==> src/design/eeir_pkg.sv <==
// Constants for the edge-enabled integrated RAM host controller
package eeir_pkg;
  localparam int unsigned CLK_MHZ = 40;
  localparam int unsigned CLK_PS = 25000;
  // Times in ns as printed (fastest grade), init time in us
  localparam int unsigned SEL_HOLD_NS = 40;
  localparam int unsigned CYCLE_NS = 425;
  localparam int unsigned STROBE_TO_REF_NS = 250;
  localparam int unsigned SEL_TO_REF_NS = 425;
  localparam int unsigned REF_PULSE_NS = 70;
  localparam int unsigned REF_PERIOD_MIN_NS = 350;
  localparam int unsigned REF_PERIOD_MAX_NS = 15600;
  localparam int unsigned REF_FALL_TO_SEL_NS = 350;
  localparam int unsigned EXT_RISE_TO_SEL_NS = 350;
  localparam int unsigned EXT_HIGH_NS = 425;
  localparam int unsigned EXT_PULSE_NS = 10000;
  localparam int unsigned DUMMY_LOW_MAX_NS = 10000;
  localparam int unsigned DUMMY_HIGH_NS = 200;
  localparam int unsigned INIT_US = 100;
  localparam int unsigned DATA_HOLD_NS = 40;
  localparam int unsigned ROWS = 128;
  localparam int unsigned ROW_BITS = 7;
  // Least times round up, longest round down
  function automatic int unsigned cyc_min(input int unsigned ns);
    cyc_min = (ns * 1000 + CLK_PS - 1) / CLK_PS;
    if (cyc_min < 1) cyc_min = 1;
  endfunction : cyc_min
  function automatic int unsigned cyc_max(input int unsigned ns);
    cyc_max = (ns * 1000) / CLK_PS;
    if (cyc_max < 1) cyc_max = 1;
  endfunction : cyc_max
  localparam int unsigned SEL_HOLD_CYC = cyc_min(SEL_HOLD_NS);
  localparam int unsigned DATA_HOLD_CYC = cyc_min(DATA_HOLD_NS);
  localparam int unsigned CYCLE_CYC = cyc_min(CYCLE_NS);
  localparam int unsigned STROBE_TO_REF_CYC = cyc_min(STROBE_TO_REF_NS);
  localparam int unsigned SEL_TO_REF_CYC = cyc_min(SEL_TO_REF_NS);
  localparam int unsigned REF_PULSE_CYC = cyc_min(REF_PULSE_NS);
  localparam int unsigned REF_FALL_TO_SEL_CYC = cyc_min(REF_FALL_TO_SEL_NS);
  localparam int unsigned EXT_RISE_TO_SEL_CYC = cyc_min(EXT_RISE_TO_SEL_NS);
  localparam int unsigned EXT_HIGH_CYC = cyc_min(EXT_HIGH_NS);
  localparam int unsigned DUMMY_HIGH_CYC = cyc_min(DUMMY_HIGH_NS);
  localparam int unsigned EXT_PULSE_CYC = cyc_min(EXT_PULSE_NS);
  localparam int unsigned DUMMY_LOW_MAX_CYC = cyc_max(DUMMY_LOW_MAX_NS);
  localparam int unsigned REF_PERIOD_CYC = cyc_max(REF_PERIOD_MAX_NS);
  localparam int unsigned INIT_CYC = cyc_min(INIT_US * 1000);
  localparam int unsigned CNT_W = 16;
endpackage : eeir_pkg

==> src/design/eeir_host.sv <==
// Host-side controller that drives the edge-enabled integrated RAM pins
`timescale 1ns/100ps
module eeir_host
  import eeir_pkg::*;
#(
  parameter int unsigned ADDR_W = 13,
  parameter int unsigned DATA_W = 8,
  parameter int unsigned INIT_CYCLES = INIT_CYC,
  parameter int unsigned EXT_CYCLES = EXT_PULSE_CYC,
  parameter int unsigned REF_PERIOD = REF_PERIOD_CYC
) (
  input wire logic clk,
  input wire logic rst_n,
  input wire logic req_valid,
  input wire logic req_write,
  input wire logic req_dummy,
  input wire logic req_hold,
  input wire logic [ADDR_W-1:0] req_addr,
  input wire logic [DATA_W-1:0] req_wdata,
  output logic req_ready,
  output logic rsp_valid,
  output logic [DATA_W-1:0] rsp_rdata,
  input wire logic hold_release,
  input wire logic standby,
  output logic busy,
  output logic [ADDR_W-1:0] mem_addr,
  output logic chip_sel_n,
  output logic out_en_n,
  output logic write_en_n,
  output logic refresh_request_n,
  output logic [DATA_W-1:0] mem_dq_o,
  output logic mem_dq_oe,
  input wire logic [DATA_W-1:0] mem_dq_i
);
  typedef enum logic [3:0] {
    S_INIT,
    S_IDLE,
    S_SETUP,
    S_ACC,
    S_STROBE,
    S_EXT,
    S_REC,
    S_REF,
    S_REFGAP,
    S_STBY
  } eeir_state_e;

  eeir_state_e st_q, st_d;
  logic [CNT_W-1:0] cnt_q, cnt_d;
  logic [CNT_W-1:0] ref_q, ref_d;
  logic [CNT_W-1:0] ext_q, ext_d;
  logic write_q, write_d;
  logic dummy_q, dummy_d;
  logic extref_q, extref_d;
  logic [ADDR_W-1:0] addr_q, addr_d;
  logic [DATA_W-1:0] wd_q, wd_d;
  logic [DATA_W-1:0] rd_q, rd_d;
  logic ce_q, ce_d;
  logic oe_q, oe_d;
  logic we_q, we_d;
  logic rf_q, rf_d;
  logic dqe_q, dqe_d;
  logic rdy_q, rdy_d;
  logic rv_q, rv_d;
  logic hold_q, hold_d;
  logic busy_q, busy_d;
  // Room for a whole access taken just before refresh falls due
  localparam int unsigned REF_DUE = REF_PERIOD - CYCLE_CYC - CYCLE_CYC;

  // Saturating counter tick
  function automatic logic [CNT_W-1:0] inc(input logic [CNT_W-1:0] v);
    inc = (&v) ? v : v + 1'b1;
  endfunction : inc

  always_comb begin
    st_d = st_q;
    cnt_d = inc(cnt_q);
    ref_d = inc(ref_q);
    ext_d = ext_q;
    write_d = write_q;
    dummy_d = dummy_q;
    hold_d = hold_q;
    extref_d = extref_q;
    addr_d = addr_q;
    wd_d = wd_q;
    rd_d = rd_q;
    ce_d = ce_q;
    oe_d = oe_q;
    we_d = we_q;
    rf_d = rf_q;
    dqe_d = dqe_q;
    rdy_d = 1'b0;
    rv_d = 1'b0;
    case (st_q)
      S_INIT: begin
        rf_d = 1'b0;
        if (cnt_q >= CNT_W'(INIT_CYCLES)) begin
          rf_d = 1'b1;
          st_d = S_REFGAP;
          cnt_d = '0;
          ref_d = '0;
        end
      end
      S_IDLE: begin
        // Refresh gets priority so the period limit is never missed
        if (ref_q >= CNT_W'(REF_DUE)) begin
          rf_d = 1'b0;
          extref_d = 1'b0;
          st_d = S_REF;
          cnt_d = '0;
          ref_d = '0;
        end else if (req_valid && rdy_q) begin
          addr_d = req_addr;
          wd_d = req_wdata;
          write_d = req_write & ~req_dummy;
          dummy_d = req_dummy;
          hold_d = req_hold & ~req_dummy;
          st_d = S_SETUP;
          cnt_d = '0;
          if (req_write & ~req_dummy) begin
            dqe_d = 1'b1;
          end
        end else if (standby) begin
          rf_d = 1'b0;
          extref_d = 1'b1;
          st_d = S_STBY;
          cnt_d = '0;
        end else begin
          // Ready only when no refresh can win the next edge
          rdy_d = (ref_q + 1'b1 < CNT_W'(REF_DUE));
        end
      end
      S_SETUP: begin
        // Address and data settle one cycle before the edges
        ce_d = 1'b0;
        oe_d = ~(~write_q & ~dummy_q);
        we_d = ~write_q;
        st_d = S_ACC;
        cnt_d = '0;
      end
      S_ACC: begin
        if (cnt_q + 1'b1 >= CNT_W'(SEL_HOLD_CYC)) begin
          ce_d = 1'b1;
          st_d = hold_q ? S_EXT : S_STROBE;
        end
      end
      S_STROBE: begin
        if (cnt_q + 1'b1 >= CNT_W'(STROBE_TO_REF_CYC)) begin
          if (!oe_q) begin
            rd_d = mem_dq_i;
            rv_d = 1'b1;
          end
          oe_d = 1'b1;
          we_d = 1'b1;
          dqe_d = 1'b0;
          st_d = S_REC;
        end
      end
      S_EXT: begin
        // Strobe stays low; select is already high
        if (!oe_q) begin
          rd_d = mem_dq_i;
        end
        if (cnt_q >= CNT_W'(SEL_TO_REF_CYC) && rf_q) begin
          rf_d = 1'b0;
          ext_d = '0;
        end
        if (!rf_q) begin
          ext_d = inc(ext_q);
          ref_d = '0;
        end
        if (!we_q && cnt_q >= CNT_W'(DATA_HOLD_CYC)) begin
          dqe_d = 1'b0;
        end
        if (hold_release && !rf_q && ext_q >= CNT_W'(EXT_CYCLES)) begin
          rv_d = ~oe_q;
          oe_d = 1'b1;
          we_d = 1'b1;
          dqe_d = 1'b0;
          rf_d = 1'b1;
          extref_d = 1'b1;
          st_d = S_REFGAP;
          cnt_d = '0;
        end
      end
      S_REC: begin
        // Full cycle time before any next select or refresh
        if (cnt_q >= CNT_W'(dummy_q ? SEL_TO_REF_CYC : CYCLE_CYC)) begin
          st_d = S_IDLE;
          cnt_d = '0;
        end
      end
      S_REF: begin
        if (cnt_q + 1'b1 >= CNT_W'(REF_PULSE_CYC)) begin
          rf_d = 1'b1;
          st_d = S_REFGAP;
        end
      end
      S_STBY: begin
        ref_d = '0;
        if (!standby && cnt_q >= CNT_W'(EXT_CYCLES)) begin
          rf_d = 1'b1;
          st_d = S_REFGAP;
          cnt_d = '0;
        end
      end
      S_REFGAP: begin
        // Select stays high while refresh runs inside the device
        if (cnt_q >= CNT_W'(extref_q ? EXT_HIGH_CYC : REF_FALL_TO_SEL_CYC)) begin
          extref_d = 1'b0;
          st_d = S_IDLE;
          cnt_d = '0;
        end
      end
      default: begin
        st_d = S_IDLE;
      end
    endcase
    busy_d = ~rdy_d;
  end

  always_ff @(posedge clk or negedge rst_n) begin
    if (!rst_n) begin
      st_q <= S_INIT;
      cnt_q <= '0;
      ref_q <= '0;
      ext_q <= '0;
      write_q <= 1'b0;
      dummy_q <= 1'b0;
      hold_q <= 1'b0;
      extref_q <= 1'b0;
      addr_q <= '0;
      wd_q <= '0;
      rd_q <= '0;
      ce_q <= 1'b1;
      oe_q <= 1'b1;
      we_q <= 1'b1;
      rf_q <= 1'b1;
      dqe_q <= 1'b0;
      rdy_q <= 1'b0;
      rv_q <= 1'b0;
      busy_q <= 1'b1;
    end else begin
      st_q <= st_d;
      cnt_q <= cnt_d;
      ref_q <= ref_d;
      ext_q <= ext_d;
      write_q <= write_d;
      dummy_q <= dummy_d;
      hold_q <= hold_d;
      extref_q <= extref_d;
      addr_q <= addr_d;
      wd_q <= wd_d;
      rd_q <= rd_d;
      ce_q <= ce_d;
      oe_q <= oe_d;
      we_q <= we_d;
      rf_q <= rf_d;
      dqe_q <= dqe_d;
      rdy_q <= rdy_d;
      rv_q <= rv_d;
      busy_q <= busy_d;
    end
  end

  assign req_ready = rdy_q;
  assign rsp_valid = rv_q;
  assign rsp_rdata = rd_q;
  // Own flop so the pin never shows a gate glitch
  assign busy = busy_q;
  assign mem_addr = addr_q;
  assign chip_sel_n = ce_q;
  assign out_en_n = oe_q;
  assign write_en_n = we_q;
  assign refresh_request_n = rf_q;
  assign mem_dq_o = wd_q;
  assign mem_dq_oe = dqe_q;
endmodule : eeir_host

==> config.mk <==
export PLATFORM = sky130hd
export DESIGN_NAME = eeir_host
export DESIGN_NICKNAME = d
export VERILOG_FILES = /design/src/design/eeir_pkg.sv /design/src/design/eeir_host.sv
export SDC_FILE = /design/constraint.sdc
export NUM_CORES = 1
export LEC_CHECK = 0
export BUFFER_PORTS_ARGS = -buffer_cell sky130_fd_sc_hd__clkbuf_2
export CELL_PAD_IN_SITES_DETAIL_PLACEMENT = 1
export CELL_PAD_IN_SITES_GLOBAL_PLACEMENT = 1
export CORE_MARGIN = 4
export CORE_UTILIZATION = 48
export CTS_BUF_LIST = sky130_fd_sc_hd__clkbuf_4 sky130_fd_sc_hd__clkbuf_8 sky130_fd_sc_hd__clkbuf_16
export DETAILED_ROUTE_END_ITERATION = 6
export GPL_ROUTABILITY_DRIVEN = 0
export GPL_TIMING_DRIVEN = 0
export MAX_ROUTING_LAYER = met4
export PLACE_DENSITY = 0.87
export SETUP_SLACK_MARGIN = 0.5
export SLEW_MARGIN = 0
export SYNTH_ARGS = -nofsm -noshare
export SYNTH_HDL_FRONTEND = slang
export SYNTH_SLANG_ARGS = --single-unit
export TNS_END_PERCENT = 20
==> constraint.sdc <==
create_clock -name clk -period 5.8 [get_ports clk]
set_clock_uncertainty 0.05 [all_clocks]
set_input_delay 0.29 -clock clk [delete_from_list [all_inputs] [get_ports clk]]
set_output_delay 0.29 -clock clk [all_outputs]
set_load 0.05 [all_outputs]
After elaboration in Yosys (flattened, before gate mapping). Cells that the tools add are included.

Register bits after elaboration: 93. Input bits: 37. Output and inout bits: 37. Word-level logic and storage cells: 168.

Add/subtract/negate cells: 3. Magnitude comparators: 11. Eq/ne operators: 27. Multiplexer cells: 70. Bitwise operators: 10. Reduce and logical (&&, ||, !) cells: 28.

Operators with widths (count): $mux 16 (16); $pmux 16 s7 (1); $pmux 16 s4 (1); $add 16x1->16 const B (3); $ge 16x2->1 const B (3); $reduce_and 16->1 (3); $mux 4 (11); $pmux 4 s10 (1); $ge 16x9->1 const B (2); $mux 1 (29); $ne 2x2->1 const B (12); $eq 4x3->1 const B (4); $ge 16x10->1 const B (1); $ge 16x12->1 const B (1); $ge 16x4->1 const B (1); $ge 16x5->1 (1); $ge 16x5->1 const B (1); $lt 16x10->1 const B (1); $mux 8 (2); $pmux 8 s2 (1); $ne 3x3->1 const B (4); $pmux 1 s3 (4); $reduce_and 6->1 (2); $reduce_and 3->1 (3); 19 further kinds (41).

Logic depth before layout (Yosys ltp).
Depth after elaboration: 7. Mapped depth: 11. Gate-level depth less buffers: 9.

Least setup slack after synthesis. No wires, ideal clock.

Path type: register to register. From: reg cnt_q[0]. To: reg rd_q[0] (netlist: rsp_rdata[0]). Setup time: 0.125 ns. Data arrival time: 2.308 ns. Required time: 5.625 ns. Setup slack: 3.318 ns. Stages on the path, launching flop included: 10. Path buffers: 1. Clock period less this slack: 2.482 ns. Path through: dfrtp_1 > ha_1 > and3_1 > buf_2 > and3_1 > a31o_2 > nand4_4 > nor3_4 > nor3_4 > mux2_2.

Cells in the longest elaborated chain, start to end: 4.

Ends and longest elaborated chain: start: declaration (line eeir_host.sv:49) `logic [CNT_W-1:0] cnt_q, cnt_d;`; start signal: assignment (line eeir_host.sv:245) `cnt_q <= cnt_d;`; $add 16x1->16 (line eeir_host.sv:148) `if (cnt_q + 1'b1 >= CNT_W'(STROBE_TO_REF_CYC)) begin`; $ge 16x4->1 (line eeir_host.sv:148); $ne 2x2->1 (no source line); $reduce_and 2->1 (no source line); end signal: assignment (line eeir_host.sv:254) `rd_q <= rd_d;`; end: declaration (line eeir_host.sv:57) `logic [DATA_W-1:0] rd_q, rd_d;`.

No other way between the ends. A chain may end at the register's enable or synchronous reset.

Worst setup path in the final report.
From: reg cnt_q[0]. To: reg cnt_q[10].

Cells in the longest elaborated chain, start to end: 6. Elaborated cells between the ends (all ways): 17. Classes of those cells: add/sub: 1; order compare: 4; mux: 10; reduce/logical: 2.

Ends and longest elaborated chain: $add 16x1->16 / $reduce_and 16->1 (equally long branches) (line eeir_host.sv:72) `inc = (&v) ? v : v + 1'b1;`; $mux 16 (line eeir_host.sv:72); $mux 16 (line eeir_host.sv:123) `end else if (standby) begin`; $mux 16 (line eeir_host.sv:112) `end else if (req_valid && rdy_q) begin`; $mux 16 (line eeir_host.sv:106) `if (ref_q >= CNT_W'(REF_DUE)) begin`; $pmux 16 s7 * (line eeir_host.sv:94) `case (st_q)`; net cnt_d[10] (line eeir_host.sv:49).

Mark *: on every way through the listed nets, which the timed path passes. The rest lies on a longest branch.

==> flow_metrics.py <==
metrics = {
    "status": {
        "outcome": "completed",
    },
    "synth": {
        "synth.largest_area_cell": "dfrtp_1",
        "synth-compound-area-share_pct": 13.6,
        "yosysUniqueCellTypes": 70,
        "synth.most_common_cell": "dfrtp_1",
        "synth-edff-count": 0,
        "yosys.area_share.simple_pct": 21.7,
        "syn_nets": 574,
        "synth.top_cells.by_area": "dfrtp_1, mux2_2, nor2_1, xnor2_1, xor2_1",
        "synth_ff_type": "dfrtp_1",
        "synth_top_family_by_area": "simple AND/OR/NAND/NOR gates",
        "seq_area_frac_synth_pct": 44.4,
        "synth_seq_cells": 93,
        "synth.area.mux_share_pct": 7.63,
        "yosys-top-cells-count": "dfrtp_1, nor2_1, a21oi_1, mux2_2, nand2_1",
        "ys.warnings.count": 0,
        "synth_top_area_share_pct": 41.9,
        "syn_area_per_cell_um2": 10.0,
        "synthAdderAreaFrac_pct": 3.09,
        "async_flop_share_pct": 100,
        "syn_area_um2": 5260,
        "postSynthCellCount": 524,
        "synthXorXnorAreaFrac_pct": 6.49,
    },
    "clock_tree": {
        "clockBufferDepth": 2,
        "cts_resized": 0,
        "cts_buffers": 9,
        "post_cts_buffers": 0,
        "worst_setup_hold_path_clk_slew_ns": 0.10,
        "clk_latency_ns": 0.39,
        "root_buffer": "clkbuf_8",
        "cts_htree_levels": 3,
        "cts_tree": "done",
        "cts.sinks": 93,
    },
    "critical_path": {
        "r2r_cells": 10,
        "worstPathMaxFanout": 10,
        "critPathKind": "register to register",
        "start_kind": "register",
        "cp.arrival_ns": 3.23,
        "crit_required_ns": 6.00,
        "rr_endpoint": "cnt_q[10]",
        "cp_slowest_cell": "dfrtp_1",
        "rr_startpoint": "cnt_q[0]",
        "crit_start": "cnt_q[0]",
        "crit_chain": "inv_1 -> ha_1 -> nor4b_1 -> o2111ai_1 -> nor4_1 -> a211oi_1 -> nand3_1 -> a221oi_4 -> buf_4 -> a21oi_1",
        "critPathMaxStageDelay_ns": 0.55,
        "rrSetupSlack_ns": 2.77,
        "end_kind": "register",
    },
    "cells_and_area": {
        "area_growth_syn_to_layout_pct": 15.3,
        "nets": 660,
        "antenna_cells": 0,
        "nFillCells": 1183,
        "final_area_um2": 6060,
        "drive_above_1_share_pct": 27.3,
    },
    "power": {
        "pwr-share-seq_pct": 34.6,
        "p_clk_share_pct": 18.7,
        "combinationalPowerShare_pct": 46.7,
        "switching_share_pct": 46.7,
        "p_int_w": 0.00145,
        "leakage_nw": 2.84,
        "max-vdd-ir-drop_mv": 0.344,
        "p_per_area_nw_per_um2": 448,
        "total_power_w": 0.00272,
        "switchingPower_w": 0.00127,
    },
    "hold_path": {
        "worstHoldStart": "mem_dq_i[0]",
        "timing.hold.worst.class": "input port to register",
        "worstHoldEndpoint": "rsp_rdata[0]",
        "whs_path_depth": 2,
    },
    "timing": {
        "fmax_mhz": 330,
        "finalSetupTns_ns": 0,
        "fin_crit_ns": 3.03,
        "final_max_slew_viol_count": 0,
        "tightest_slew_ns": 0.733,
        "rsz0062_at_grt": "no",
        "slew_headroom_pct": 50.7,
        "fin_crit_sh_pct": 52.3,
        "setup_viol": 0,
        "hold_violations": 0,
    },
    "die": {
        "die_h_um": 113,
        "io_pins": 74,
        "core_region_area_um2": 10500,
        "initial_core_util_pct": 50.1,
        "die_w_um": 113,
        "rows": 37,
        "dieArea_um2": 12700,
    },
    "routing": {
        "drt-total-wl_um": 15000,
        "dr.first_iter.drc_count": 262,
        "vias": 4510,
        "drtPass1Iterations": 5,
        "vias_per_cell": 6.01,
        "post_drt_wl_per_cell_um": 20.0,
        "ant_nets": 0,
        "route.detailed.drc": 0,
    },
    "grt": {
        "gr-total-overflow": 0,
        "grt_pass1_vias": 4934,
        "grt_pass1_wl_um": 25300,
        "gr-usage-all-layers_pct": 25.5,
        "antenna_found_initial": 0,
        "grt_max_degree": 60,
    },
    "place": {
        "dp_hpwl_um": 11000,
        "post_dp_cell_area_um2": 5830,
        "portBuffers": 73,
    },
    "job": {
        "drv_cap": 0,
    },
}
-- critical path: cells and delay by family, from the launching register on --
| kind | cells | cell delay, ns |
|---|---|---|
| simple gates | 3 | 0.48 |
| buf+inv | 2 | 0.42 |
| fa+ha+maj | 1 | 0.21 |
| flops | 1 | 0.55 |
| compound gates | 4 | 1.17 |
-- sequential cells by signal, summed over array words and instances (netlist names) --
signal and flops:
busy 1, chip_sel_n 1, cnt_q 16, dummy_q 1
ext_q 16, extref_q 1, hold_q 1, mem_addr 13
mem_dq_o 8, mem_dq_oe 1, out_en_n 1, ref_q 16
refresh_request_n 1, req_ready 1, rsp_rdata 8, rsp_valid 1
st_q 4, write_en_n 1, write_q 1
-- worst max-delay path by stage --
stage	end	slack (ns)	cells past startpoint
2_1_floorplan	rsp_rdata[0]	3.32	9
6_report	cnt_q[10]	2.77	10
4_1_cts	cnt_q[10]	2.83	10
3_5_place_dp	cnt_q[2]	2.85	10
5_1_grt	cnt_q[15]	2.57	10
3_3_place_gp	cnt_q[4]	2.90	10
-- through the flow --
step,util [%],hold WS (ns),cells,setup WS [ns]
after floorplan,-,-0.0556,524,3.32
after global placement,55.2,0.419,733,2.90
after detailed placement,55.4,0.292,734,2.85
after CTS,57.7,0.0669,751,2.83
after global routing,57.7,0.0685,751,2.57
final,57.7,0.0750,751,2.77
-- power groups by stage --
stage	Sequential, W	Clock (W)	Combinational [W]
2_1_floorplan	0.00132	0	0.000527
3_3_place_gp	0.000932	0	0.00120
3_5_place_dp	0.000949	0	0.00126
4_1_cts	0.000940	0.000512	0.00127
5_1_grt	0.000965	0.000542	0.00135
6_report	0.000942	0.000507	0.00127
-- final cells by class --
| type | instances | area [um2] | area share, % |
|---|---|---|---|
| multi-input cells | 393 | 2760 | 45.6 |
| repair buffers | 75 | 405 | 6.68 |
| plain buffers | 25 | 116 | 1.92 |
| flip-flops and latches | 93 | 2330 | 38.5 |
| clock buffers | 11 | 145 | 2.39 |
| inverters | 13 | 48.8 | 0.805 |
| clock inverters | 5 | 82.6 | 1.36 |
| well taps | 136 | 170 | 2.81 |
-- layout by cell type, fill, tap and decap left out, drive strengths merged, types with 3 or more instances in the layout --
master / netlist / routed
nor3b: 3 / 3
a31oi: 7 / 7
o311ai: 3 / 3
buf: 14 / 15
dfrtp: 88 / 88
o22a: 4 / 4
nand2: 30 / 30
o211ai: 3 / 3
nor2b: 6 / 6
ha: 13 / 13
o31ai: 3 / 3
xor2: 19 / 19
and3: 10 / 10
nand4: 10 / 10
nand2b: 11 / 11
clkbuf: 11 / 95
dfstp: 5 / 5
nor4: 13 / 13
inv: 13 / 14
xnor2: 20 / 20
a21o: 4 / 4
mux2i: 3 / 3
or2: 5 / 5
and2: 8 / 8
nand3: 25 / 25
o22ai: 4 / 4
a211oi: 7 / 7
or3: 3 / 3
a21oi: 33 / 33
mux2: 33 / 33
o21ai: 15 / 15
nor3: 17 / 17
nor2: 51 / 51
-- per-layer routing --
metal / global-route usage [%] / share of wire [%] / vias up / wire (um)
met5: - / 0 / - / 0
met4: 9.94 / 2.8 / 0 / 425
met3: 5.08 / 4.6 / 36 / 692
met2: 43.1 / 52 / 141 / 7810
met1: 29.9 / 41 / 2260 / 6080
li1: - / - / 2073 / -
-- cells by family after synthesis --
group / Yosys count
AND/OR/NAND/NOR: 200
AO/OA/AOI/OAI: 105
flip-flops: 93
XOR/XNOR: 39
buffers and inverters: 38
multiplexers: 36
adder cells (fa/ha/maj): 13
-- repair_timing --
action / CTS / global route
hold buffers: 1 / 0
hold endpoints to repair: 32 / 0
setup endpoints to repair: 0 / 0
(Power assumes the default switching activity.)
